--- src/design/twx_regs.svh ---
// register map, opcodes, phases and field constants of the instruction unit
`ifndef TWX_REGS_SVH
`define TWX_REGS_SVH

// ****************************************
// widths
// ****************************************
`define TWX_PTR_W      21
`define TWX_ADDR_W     12
`define TWX_HOLD_N     8

// ****************************************
// register word indices (byte address = 4 * index)
// ****************************************
`define TWX_REG_PTR    4'h0
`define TWX_REG_LATCH  4'h1
`define TWX_REG_ACC    4'h2
`define TWX_REG_STAT   4'h3
`define TWX_REG_BANK   4'h4
`define TWX_REG_CTRL   4'h5
`define TWX_REG_IDX    4'h6
`define TWX_REG_CORE   4'h7
`define TWX_HOLD_BIT   3

// ****************************************
// field positions and reset values
// ****************************************
`define TWX_ST_Z       0
`define TWX_ST_N       1
`define TWX_CTRL_EXT   0
`define TWX_EXT_RST    1'b0
`define TWX_HOLD_RST   8'hff

// ****************************************
// opcodes
// ****************************************
`define TWX_OP_TABLE_WRITE 14'h0003
`define TWX_OP_TST     7'h33
`define TWX_OP_XORL    8'h0a
`define TWX_OP_XORF    6'h06
`define TWX_BIT_D      9
`define TWX_BIT_A      8

// ****************************************
// table write pointer modes
// ****************************************
`define TWX_MODE_KEEP  2'h0
`define TWX_MODE_POSTI 2'h1
`define TWX_MODE_POSTD 2'h2
`define TWX_MODE_PREI  2'h3

// ****************************************
// instruction cycle phases
// ****************************************
`define TWX_Q1         2'h0
`define TWX_Q2         2'h1
`define TWX_Q3         2'h2
`define TWX_Q4         2'h3

// ****************************************
// data memory addressing
// ****************************************
`define TWX_IDX_MAX    8'h5f
`define TWX_ACC_LO     4'h0
`define TWX_ACC_HI     4'hf

`endif

--- src/design/twx_pkg.sv ---
// types shared by the instruction unit
package twx_pkg;
   typedef enum logic [2:0] {
      ST_IDLE,
      ST_EXEC,
      ST_TBL2,
      ST_SKIP1,
      ST_SKIP2
   } twx_state_t;
endpackage

--- src/design/twx_core_if.sv ---
// bundle between the core, its phase counter and its address resolver
interface twx_core_if;
   logic [1:0]  phase;
   logic [7:0]  f;
   logic        acc_bit;
   logic [3:0]  bank;
   logic        ext_en;
   logic [11:0] idx_base;
   logic [11:0] addr;
   modport phase_src (output phase);
   modport addr_res  (input f, acc_bit, bank, ext_en, idx_base, output addr);
   modport core      (input phase, addr, output f, acc_bit, bank, ext_en, idx_base);
endinterface

--- src/design/twx_qphase.sv ---
// four-phase instruction cycle counter
module twx_qphase
   import twx_pkg::*;
(
   input wire logic    clk,
   input wire logic    rst,
   twx_core_if.phase_src p
);
`include "twx_regs.svh"

   logic [1:0] phase_q;

   always_ff @(posedge clk or posedge rst) begin
      if (rst) begin
         phase_q <= `TWX_Q1;
      end else begin
         phase_q <= phase_q + 2'h1;
      end
   end

   assign p.phase = phase_q;

endmodule // twx_qphase

--- src/design/twx_addr_res.sv ---
// file operand to data memory address
module twx_addr_res
   import twx_pkg::*;
(
   twx_core_if.addr_res a
);
`include "twx_regs.svh"

   always_comb begin
      if (a.acc_bit) begin
         a.addr = {a.bank, a.f};
      end else if (a.ext_en && (a.f <= `TWX_IDX_MAX)) begin
         a.addr = a.idx_base + {4'h0, a.f};
      end else if (a.f <= `TWX_IDX_MAX) begin
         a.addr = {`TWX_ACC_LO, a.f};
      end else begin
         a.addr = {`TWX_ACC_HI, a.f};
      end
   end

endmodule // twx_addr_res

--- src/design/twx_core.sv ---
// table write, test-and-skip and exclusive-or execution unit
module twx_core
   import twx_pkg::*;
(
   input  wire logic        clk,
   input  wire logic        rst,
   input  wire logic [3:0]  avs_address,
   input  wire logic        avs_read,
   input  wire logic        avs_write,
   input  wire logic [31:0] avs_writedata,
   output      logic [31:0] avs_readdata,
   output      logic        avs_waitrequest,
   input  wire logic        instr_valid,
   input  wire logic [15:0] instr_word,
   output      logic        instr_ready,
   input  wire logic        next_two_word,
   output      logic        discard_next,
   output      logic        skip_nop,
   output      logic [11:0] dmem_addr,
   output      logic        dmem_rd,
   input  wire logic [7:0]  dmem_rdata,
   output      logic        dmem_wr,
   output      logic [7:0]  dmem_wdata
);
`include "twx_regs.svh"

   // ****************************************
   // sub-blocks
   // ****************************************
   twx_core_if cif ();

   twx_qphase u_phase (
      .clk (clk),
      .rst (rst),
      .p   (cif.phase_src)
   );

   twx_addr_res u_addr (
      .a (cif.addr_res)
   );

   // ****************************************
   // state
   // ****************************************
   twx_state_t             state_q;
   logic [15:0]            ir_q;
   logic [`TWX_PTR_W-1:0]  ptr_q;
   logic [7:0]             latch_q;
   logic [7:0]             latch_tmp_q;
   logic [7:0]             acc_q;
   logic                   flag_n_q;
   logic                   flag_z_q;
   logic [3:0]             bank_q;
   logic                   ext_en_q;
   logic [11:0]            idx_base_q;
   logic [7:0]             hold_q [`TWX_HOLD_N];
   logic [7:0]             result_q;
   logic                   opnd_zero_q;
   logic                   two_word_q;
   logic                   discard_q;
   logic [11:0]            dmem_addr_q;
   logic                   ack_q;
   logic [31:0]            rdata_q;
   logic [31:0]            rd_mux;
   logic [1:0]             ph;
   logic                   is_tbl;
   logic                   is_tst;
   logic                   is_xorl;
   logic                   is_xorf;
   logic                   take;
   logic                   bus_wr;
   logic                   exec_q4;
   logic                   tbl_q4;
   logic [1:0]             tbl_mode;

   // phase counter runs free from reset; words are only taken in q1
   assign ph = cif.phase;

   // ****************************************
   // decode of the held instruction
   // ****************************************
   // words matching none of the four opcodes run as a one-cycle no-op
   assign is_tbl  = (ir_q[15:2] == `TWX_OP_TABLE_WRITE);
   assign is_tst  = (ir_q[15:9] == `TWX_OP_TST);
   assign is_xorl = (ir_q[15:8] == `TWX_OP_XORL);
   assign is_xorf = (ir_q[15:10] == `TWX_OP_XORF);

   assign take    = (state_q == ST_IDLE) && (ph == `TWX_Q1) && instr_valid;
   assign exec_q4 = (state_q == ST_EXEC) && (ph == `TWX_Q4);
   assign tbl_q4  = (state_q == ST_TBL2) && (ph == `TWX_Q4);
   assign tbl_mode = ir_q[1:0];

   // operand address is resolved from the incoming word at decode
   assign cif.f        = instr_word[7:0];
   assign cif.acc_bit  = instr_word[`TWX_BIT_A];
   assign cif.bank     = bank_q;
   assign cif.ext_en   = ext_en_q;
   assign cif.idx_base = idx_base_q;

   // ****************************************
   // sequencer
   // ****************************************
   always_ff @(posedge clk or posedge rst) begin
      if (rst) begin
         state_q <= ST_IDLE;
         ir_q    <= 16'h0000;
      end else begin
         case (state_q)
            ST_IDLE: begin
               if (take) begin
                  ir_q    <= instr_word;
                  state_q <= ST_EXEC;
               end
            end
            ST_EXEC: begin
               if (ph == `TWX_Q4) begin
                  if (is_tbl) begin
                     state_q <= ST_TBL2;
                  end else if (is_tst && opnd_zero_q) begin
                     state_q <= ST_SKIP1;
                  end else begin
                     state_q <= ST_IDLE;
                  end
               end
            end
            ST_TBL2: begin
               if (ph == `TWX_Q4) begin
                  state_q <= ST_IDLE;
               end
            end
            ST_SKIP1: begin
               if (ph == `TWX_Q4) begin
                  state_q <= two_word_q ? ST_SKIP2 : ST_IDLE;
               end
            end
            ST_SKIP2: begin
               if (ph == `TWX_Q4) begin
                  state_q <= ST_IDLE;
               end
            end
            default: begin
               state_q <= ST_IDLE;
            end
         endcase
      end
   end

   // two-word status of the fetched word is known by the skip decision
   always_ff @(posedge clk or posedge rst) begin
      if (rst) begin
         two_word_q <= 1'b0;
         discard_q  <= 1'b0;
      end else begin
         if (exec_q4) begin
            two_word_q <= next_two_word;
         end
         discard_q <= exec_q4 && is_tst && opnd_zero_q;
      end
   end

   // ****************************************
   // operand fetch and alu
   // ****************************************
   always_ff @(posedge clk or posedge rst) begin
      if (rst) begin
         dmem_addr_q <= 12'h000;
         result_q    <= 8'h00;
         opnd_zero_q <= 1'b0;
      end else begin
         if (take) begin
            dmem_addr_q <= cif.addr;
         end
         if ((state_q == ST_EXEC) && (ph == `TWX_Q3)) begin
            if (is_xorl) begin
               result_q <= acc_q ^ ir_q[7:0];
            end else begin
               result_q <= acc_q ^ dmem_rdata;
            end
            opnd_zero_q <= (dmem_rdata == 8'h00);
         end
      end
   end

   // accumulator and flags; the core wins over a same-edge bus write
   always_ff @(posedge clk or posedge rst) begin
      if (rst) begin
         acc_q    <= 8'h00;
         flag_n_q <= 1'b0;
         flag_z_q <= 1'b0;
      end else if (exec_q4 && (is_xorl || is_xorf)) begin
         if (is_xorl || !ir_q[`TWX_BIT_D]) begin
            acc_q <= result_q;
         end
         flag_n_q <= result_q[7];
         flag_z_q <= (result_q == 8'h00);
      end else if (bus_wr && (avs_address == `TWX_REG_ACC)) begin
         acc_q <= avs_writedata[7:0];
      end else if (bus_wr && (avs_address == `TWX_REG_STAT)) begin
         flag_n_q <= avs_writedata[`TWX_ST_N];
         flag_z_q <= avs_writedata[`TWX_ST_Z];
      end
   end

   // ****************************************
   // table write
   // ****************************************
   // pre-increment lands at q2 so the q4 write already sees the new pointer
   always_ff @(posedge clk or posedge rst) begin
      if (rst) begin
         ptr_q <= '0;
      end else if ((state_q == ST_TBL2) && (ph == `TWX_Q2)
                   && (tbl_mode == `TWX_MODE_PREI)) begin
         ptr_q <= ptr_q + `TWX_PTR_W'(1);
      end else if (tbl_q4 && (tbl_mode == `TWX_MODE_POSTI)) begin
         ptr_q <= ptr_q + `TWX_PTR_W'(1);
      end else if (tbl_q4 && (tbl_mode == `TWX_MODE_POSTD)) begin
         ptr_q <= ptr_q - `TWX_PTR_W'(1);
      end else if (bus_wr && (avs_address == `TWX_REG_PTR)) begin
         ptr_q <= avs_writedata[`TWX_PTR_W-1:0];
      end
   end

   always_ff @(posedge clk or posedge rst) begin
      if (rst) begin
         latch_tmp_q <= 8'h00;
      end else if ((state_q == ST_TBL2) && (ph == `TWX_Q3)) begin
         latch_tmp_q <= latch_q;
      end
   end

   // bit 0 of the index is the byte-in-word select, so even/odd holding
   // slots are the low/high bytes of program words
   always_ff @(posedge clk or posedge rst) begin
      if (rst) begin
         for (int i = 0; i < `TWX_HOLD_N; i++) begin
            hold_q[i] <= `TWX_HOLD_RST;
         end
      end else if (tbl_q4) begin
         hold_q[ptr_q[2:0]] <= latch_tmp_q;
      end
   end

   // ****************************************
   // software configuration
   // ****************************************
   always_ff @(posedge clk or posedge rst) begin
      if (rst) begin
         latch_q    <= 8'h00;
         bank_q     <= 4'h0;
         ext_en_q   <= `TWX_EXT_RST;
         idx_base_q <= 12'h000;
      end else if (bus_wr) begin
         if (avs_address == `TWX_REG_LATCH) begin
            latch_q <= avs_writedata[7:0];
         end else if (avs_address == `TWX_REG_BANK) begin
            bank_q <= avs_writedata[3:0];
         end else if (avs_address == `TWX_REG_CTRL) begin
            ext_en_q <= avs_writedata[`TWX_CTRL_EXT];
         end else if (avs_address == `TWX_REG_IDX) begin
            idx_base_q <= avs_writedata[11:0];
         end
      end
   end

   // ****************************************
   // avalon slave
   // ****************************************
   // fixed one wait state: readdata is registered during it
   always_ff @(posedge clk or posedge rst) begin
      if (rst) begin
         ack_q <= 1'b0;
      end else begin
         ack_q <= (avs_read || avs_write) && !ack_q;
      end
   end

   assign bus_wr = avs_write && ack_q;

   // index 7 and the holding slots have no write path, so writes there drop
   always_comb begin
      rd_mux = 32'h0000_0000;
      if (avs_address[`TWX_HOLD_BIT]) begin
         rd_mux[7:0] = hold_q[avs_address[2:0]];
      end else if (avs_address == `TWX_REG_PTR) begin
         rd_mux[`TWX_PTR_W-1:0] = ptr_q;
      end else if (avs_address == `TWX_REG_LATCH) begin
         rd_mux[7:0] = latch_q;
      end else if (avs_address == `TWX_REG_ACC) begin
         rd_mux[7:0] = acc_q;
      end else if (avs_address == `TWX_REG_STAT) begin
         rd_mux[`TWX_ST_N] = flag_n_q;
         rd_mux[`TWX_ST_Z] = flag_z_q;
      end else if (avs_address == `TWX_REG_BANK) begin
         rd_mux[3:0] = bank_q;
      end else if (avs_address == `TWX_REG_CTRL) begin
         rd_mux[`TWX_CTRL_EXT] = ext_en_q;
      end else if (avs_address == `TWX_REG_IDX) begin
         rd_mux[11:0] = idx_base_q;
      end else begin
         rd_mux[2:0] = state_q;
         rd_mux[5:4] = ph;
      end
   end

   // captured in the wait cycle only, so readdata holds while the master samples it
   always_ff @(posedge clk or posedge rst) begin
      if (rst) begin
         rdata_q <= 32'h0000_0000;
      end else if (avs_read && !ack_q) begin
         rdata_q <= rd_mux;
      end
   end

   // ****************************************
   // outputs
   // ****************************************
   assign avs_readdata    = rdata_q;
   assign avs_waitrequest = (avs_read || avs_write) && !ack_q;
   assign instr_ready     = (state_q == ST_IDLE) && (ph == `TWX_Q1);
   assign discard_next    = discard_q;
   // decoded from state so it spans all four phases of each skip cycle
   assign skip_nop        = (state_q == ST_SKIP1) || (state_q == ST_SKIP2);
   assign dmem_addr       = dmem_addr_q;
   assign dmem_rd         = (state_q == ST_EXEC) && (ph == `TWX_Q2) && (is_tst || is_xorf);
   assign dmem_wr         = exec_q4 && is_xorf && ir_q[`TWX_BIT_D];
   assign dmem_wdata      = result_q;

endmodule // twx_core

--- config.mk ---
export PLATFORM = sky130hd
export DESIGN_NAME = twx_core
export DESIGN_NICKNAME = d
export VERILOG_FILES = /design/src/design/twx_pkg.sv /design/src/design/twx_core_if.sv /design/src/design/twx_qphase.sv /design/src/design/twx_addr_res.sv /design/src/design/twx_core.sv
export VERILOG_INCLUDE_DIRS = /design/src /design/src/design
export SDC_FILE = /design/constraint.sdc
export NUM_CORES = 1
export LEC_CHECK = 0
export ABC_AREA = 1
export BUFFER_PORTS_ARGS = -buffer_cell sky130_fd_sc_hd__buf_2
export CAP_MARGIN = 20
export CORE_ASPECT_RATIO = 1.1
export CORE_MARGIN = 3
export CORE_UTILIZATION = 25
export DETAILED_ROUTE_END_ITERATION = 7
export GPL_ROUTABILITY_DRIVEN = 0
export SLEW_MARGIN = 20
export SYNTH_ARGS = -nofsm -noshare
export SYNTH_HDL_FRONTEND = slang
export SYNTH_SLANG_ARGS = --single-unit
--- constraint.sdc ---
create_clock -name clk -period 16.65 [get_ports clk]
set_input_delay 4.995 -clock clk [delete_from_list [all_inputs] [get_ports clk]]
set_output_delay 4.995 -clock clk [all_outputs]
set_load 0.02 [all_outputs]
# After elaboration in Yosys (flattened, before gate mapping)

Cells that the tools add are included.

Flip-flop bits (word level): 194

Order comparisons: 4
Bitwise logic cells: 7
Equality and inequality tests: 26
Add/sub/neg operators: 4
Reduce and logical (&&, ||, !) cells: 50
Muxes and demuxes: 62

Operators by type and width:

| cell                    | count |
|---|---|
| $mux W8                 | 11 |
| $mux W21                | 4 |
| $mux W11                | 7 |
| $bwmux W64              | 1 |
| $mux W12                | 4 |
| $mux W3                 | 13 |
| $logic_and A1 B1 Y1     | 26 |
| $bmux W8 S3             | 1 |
| $demux W8 S3            | 1 |
| $add A21 B1 Y21 const B | 1 |
| $sub A21 B1 Y21 const B | 1 |
| $logic_not A8 Y1        | 2 |
| $xor A8 B8 Y8           | 2 |
| $eq A14 B2 Y1 const B   | 1 |
| $mux W13                | 1 |
| $add A12 B8 Y12         | 1 |
| $eq A4 B3 Y1 const B    | 3 |
| $mux W4                 | 3 |
| $pmux W3 S4             | 1 |
| $mux W10                | 1 |
| $mux W9                 | 1 |
| $eq A2 B2 Y1 const B    | 4 |
| $eq A4 B2 Y1 const B    | 2 |
| $eq A8 B4 Y1 const B    | 1 |
| 30 further kinds        | 60 |

# Logic depth before layout (Yosys ltp)

Depth after elaboration: 22
Mapped depth: 14
Mapped depth without buffers: 13

# Modules after synthesis

From an unflattened synthesis, not the netlist that was laid out.

Cell total of the unflattened synthesis: 1,431
Area, all modules: 11,109.4 µm²

By module, submodules not included:

| module       | cells an instance | area each (µm²) | seq. area each (µm²) | times used |
|---|---|---|---|---|
| twx_core     | 1,286             | 10,271.1        | 4,884.7              | 1 |
| twx_addr_res | 137               | 763.2           | 0.0                  | 1 |
| twx_qphase   | 8                 | 75.1            | 50.0                 | 1 |

# Worst setup path before layout

OpenSTA, ideal clock, no wires.

Kind: input port to output port
Start point: in avs_write
End point: out avs_waitrequest
Required time: 11.655 ns
Data arrival time: 5.325 ns
Cell stages on the path: 2
Setup slack: 6.329 ns
Path buffers: 0
Cells stage by stage: nor2_1 nor2_1

Word-level cells in the longest chain between the ends: 2

RTL lines:

| element             | line            | source |
|---|---|---|
| from (decl)         | twx_core.sv:9   | `input wire logic avs_write,` |
| $logic_or A1 B1 Y1  | twx_core.sv:318 | `assign avs_waitrequest = (avs_read \|\| avs_write) && !ack_q;` |
| $logic_and A1 B1 Y1 | twx_core.sv:318 |  |
| to (decl)           | twx_core.sv:12  | `output logic avs_waitrequest,` |

Every way passes these cells.

# Worst setup path in the final report

Ends and elaborated chain as after synthesis.

==> flow_metrics.tcl <==
set metrics [dict create \
    whs_endpoint "ack_q" \
    overflow 0 \
    min_from "ack_q" \
    yosysTopAreaCell "dfrtp_1" \
    fin_util_pct 29.2 \
    yosys.area_share.adder_pct 1.81 \
    ys_seq_area_share_pct 45.7 \
    clkTransAtPathRegs_ns 0.07 \
    postPlaceCellArea_sq_mm 0.0118 \
    ant_nets 0 \
    clock_path_buffers 2 \
    yosysWarnings 0 \
    routed_via_density 4.73 \
    yosysTopAreaCellShare_pct 30.2 \
    slowest_delay_ns 0.18 \
    finClkSkew_ns 0.0101 \
    fp-row-count 79 \
    crit_type "input port to output pin" \
    final_cell_area_sq_mm 0.0124 \
    worstHoldPathCells 1 \
    grt_pass1_vias 9570 \
    fin_crit_sh_pct 62.5 \
    p_leak_nw 5.49 \
    syn_area_sq_mm 0.0108 \
    die-area_sq_mm 0.0457 \
    n_fill_cell 4632 \
    h-tree-depth 4 \
    syn_area_per_cell_sq_um 7.82 \
    cts_setup_buffers 0 \
    grt_pass1_wl_um 52400 \
    rsz0062_at_grt "false" \
    grt_usage_pct 14.7 \
    start_kind "input port" \
    crit_path_cell_trace "buf_2, nor2_1, nor2_1, buf_2" \
    hpwl_um 24500 \
    worstRegToRegCells 10 \
    die_h_um 224 \
    max_freq_mhz 96.0 \
    cts_tree "yes" \
    ioPinCount 124 \
    p_per_area_mw_per_mm2 113 \
    synth-compound-area-share_pct 16.8 \
    arrival_ns 5.42 \
    synth_top_family_by_area "simple AND/OR/NAND/NOR gates" \
    synth-edff-count 0 \
    hold_viol 0 \
    insertion_delay_ns 0.46 \
    coreArea_sq_mm 0.0425 \
    start_util_pct 25.4 \
    synthCells 1380 \
    post_cts_resized 0 \
    area_growth_pct 15.1 \
    worstReg2RegEnd "ptr_q[8]" \
    first_iter_violations 719 \
    cts-root-buf "clkbuf_16" \
    vdd_drop_max_uv 72.8 \
    cp-end-kind "output pin" \
    numCtsBuffers 17 \
    outcome "completed" \
    critPathMaxFanout 2 \
    cp.required_ns 11.65 \
    synth_cell_types 49 \
    holdCritPathClass "flip-flop to flip-flop" \
    diodes 0 \
    tns_ns 0 \
    ys.flop_type "dfrtp_1" \
    final-max-slew-violation-count 0 \
    antenna_found_initial 2 \
    holdBufCountCts 0 \
    fp.dieW_um 204 \
    synth_most_common_cell "nand2_1" \
    synth.area.top_cells "dfrtp_1, dfstp_2, nand2_1" \
    synth-seq-cells 194 \
    synth_xor_area_share_pct 1.71 \
    synthSimpleGateAreaFrac_pct 25.6 \
    drive_gt1_share_pct 18.3 \
    routedWlPerCell_um 16.4 \
    numPortBuffers 101 \
    vias 9640 \
    layout_min_cycle_time_ns 10.41 \
    slew_headroom_pct 23.9 \
    worst_slew_pin_slew_ns 1.13 \
    rr_startpoint "u_phase.p.phase[0]" \
    grt_max_degree 89 \
    nets 1541 \
    ys_async_sr_fraction_pct 100 \
    timing.reg2reg.setup_slack_ns 13.50 \
    cts_num_sinks 194 \
    finalWirelength_um 33500 \
    crit_slowest_cell "buf_2" \
    drc 0 \
    maxCapViolations 0 \
    final-setup-viol-count 0 \
    synthTopCellsByCount "nand2_1, nor2_1, dfrtp_1, o21ai_0, inv_1" \
    drt_pass1_iterations 5 \
    synth_mux_area_share_pct 0.104 \
]
## worst max-delay path by stage
stage | start | to | slack [ns] | cells after the start
2_1_floorplan | avs_write | avs_waitrequest | 6.33 | 2
3_3_place_gp | avs_write | avs_waitrequest | 6.21 | 4
3_5_place_dp | avs_write | avs_waitrequest | 6.24 | 4
4_1_cts | avs_write | avs_waitrequest | 6.23 | 4
5_1_grt | avs_read | avs_waitrequest | 6.17 | 4
6_report | avs_write | avs_waitrequest | 6.24 | 4
## final cells by class
cell class	count	area [sq um]	area share, %
clock buffer	19	453	3.65
clock inverter	13	189	1.52
inverter	143	547	4.40
multi-input combinational	993	5010	40.3
sequential	194	4930	39.7
tap	567	709	5.71
timing repair buffer	111	581	4.67
## cell usage in the layout, fill, tap and decap left out, types with 17 or more instances in the layout
cell,n
xor2_1,18
nand4_1,20
inv_1,118
o21ai_0,125
clkbuf_16,17
dfrtp_1,130
buf_2,101
nor2_1,148
nand2_1,322
dfstp_2,64
a21oi_1,110
nand3_1,77
## worst max-delay path: cells and delay by family
kind,cells,cell delay (ns)
buf+inv,2,0.26
simple gates,2,0.16
## state kept, by name (all words and copies together), names as in the netlist, 2 cells and up
signal / count
dmem_wdata: 8
avs_readdata: 21
latch_q: 8
dmem_addr: 12
ir_q: 16
u_phase.p.phase: 2
ptr_q: 21
acc_q: 8
latch_tmp_q: 8
state_q: 3
bank_q: 4
cif.idx_base: 12
hold_q: 64
## metrics by stage
stage | hold WS, ns | instances | setup slack [ns] | power [mW]
3_3_place_gp | 0.463 | 2008 | 6.21 | 0.959
5_1_grt | 0.510 | 2040 | 6.17 | 1.49
3_5_place_dp | 0.465 | 2008 | 6.24 | 0.967
6_report | 0.471 | 2040 | 6.24 | 1.41
2_1_floorplan | 0.451 | 1390 | 6.33 | 0.846
4_1_cts | 0.478 | 2040 | 6.23 | 1.42
## power breakdown
part	internal (mW)	switching, mW	total [mW]
Combinational	0.108	0.213	0.322
Clock	0.250	0.200	0.451
Sequential	0.551	0.0860	0.637
## logic make-up after synthesis
group / Yosys count
multiplexers: 1
XOR/XNOR: 21
AND/OR/NAND/NOR: 626
buffers and inverters: 203
AO/OA/AOI/OAI: 319
other: 1
adder cells (fa/ha/maj): 15
flip-flops: 194
## metal layers
layer	track usage (%)	part of all wire, %	up-vias
met5	0	0.081	-
met2	26.0	50	268
met1	17.5	41	4601
met3	2.64	4.8	62
met4	6.55	3.3	4
li1	-	-	4705
Note: power is estimated with default switching activity, not from simulation.
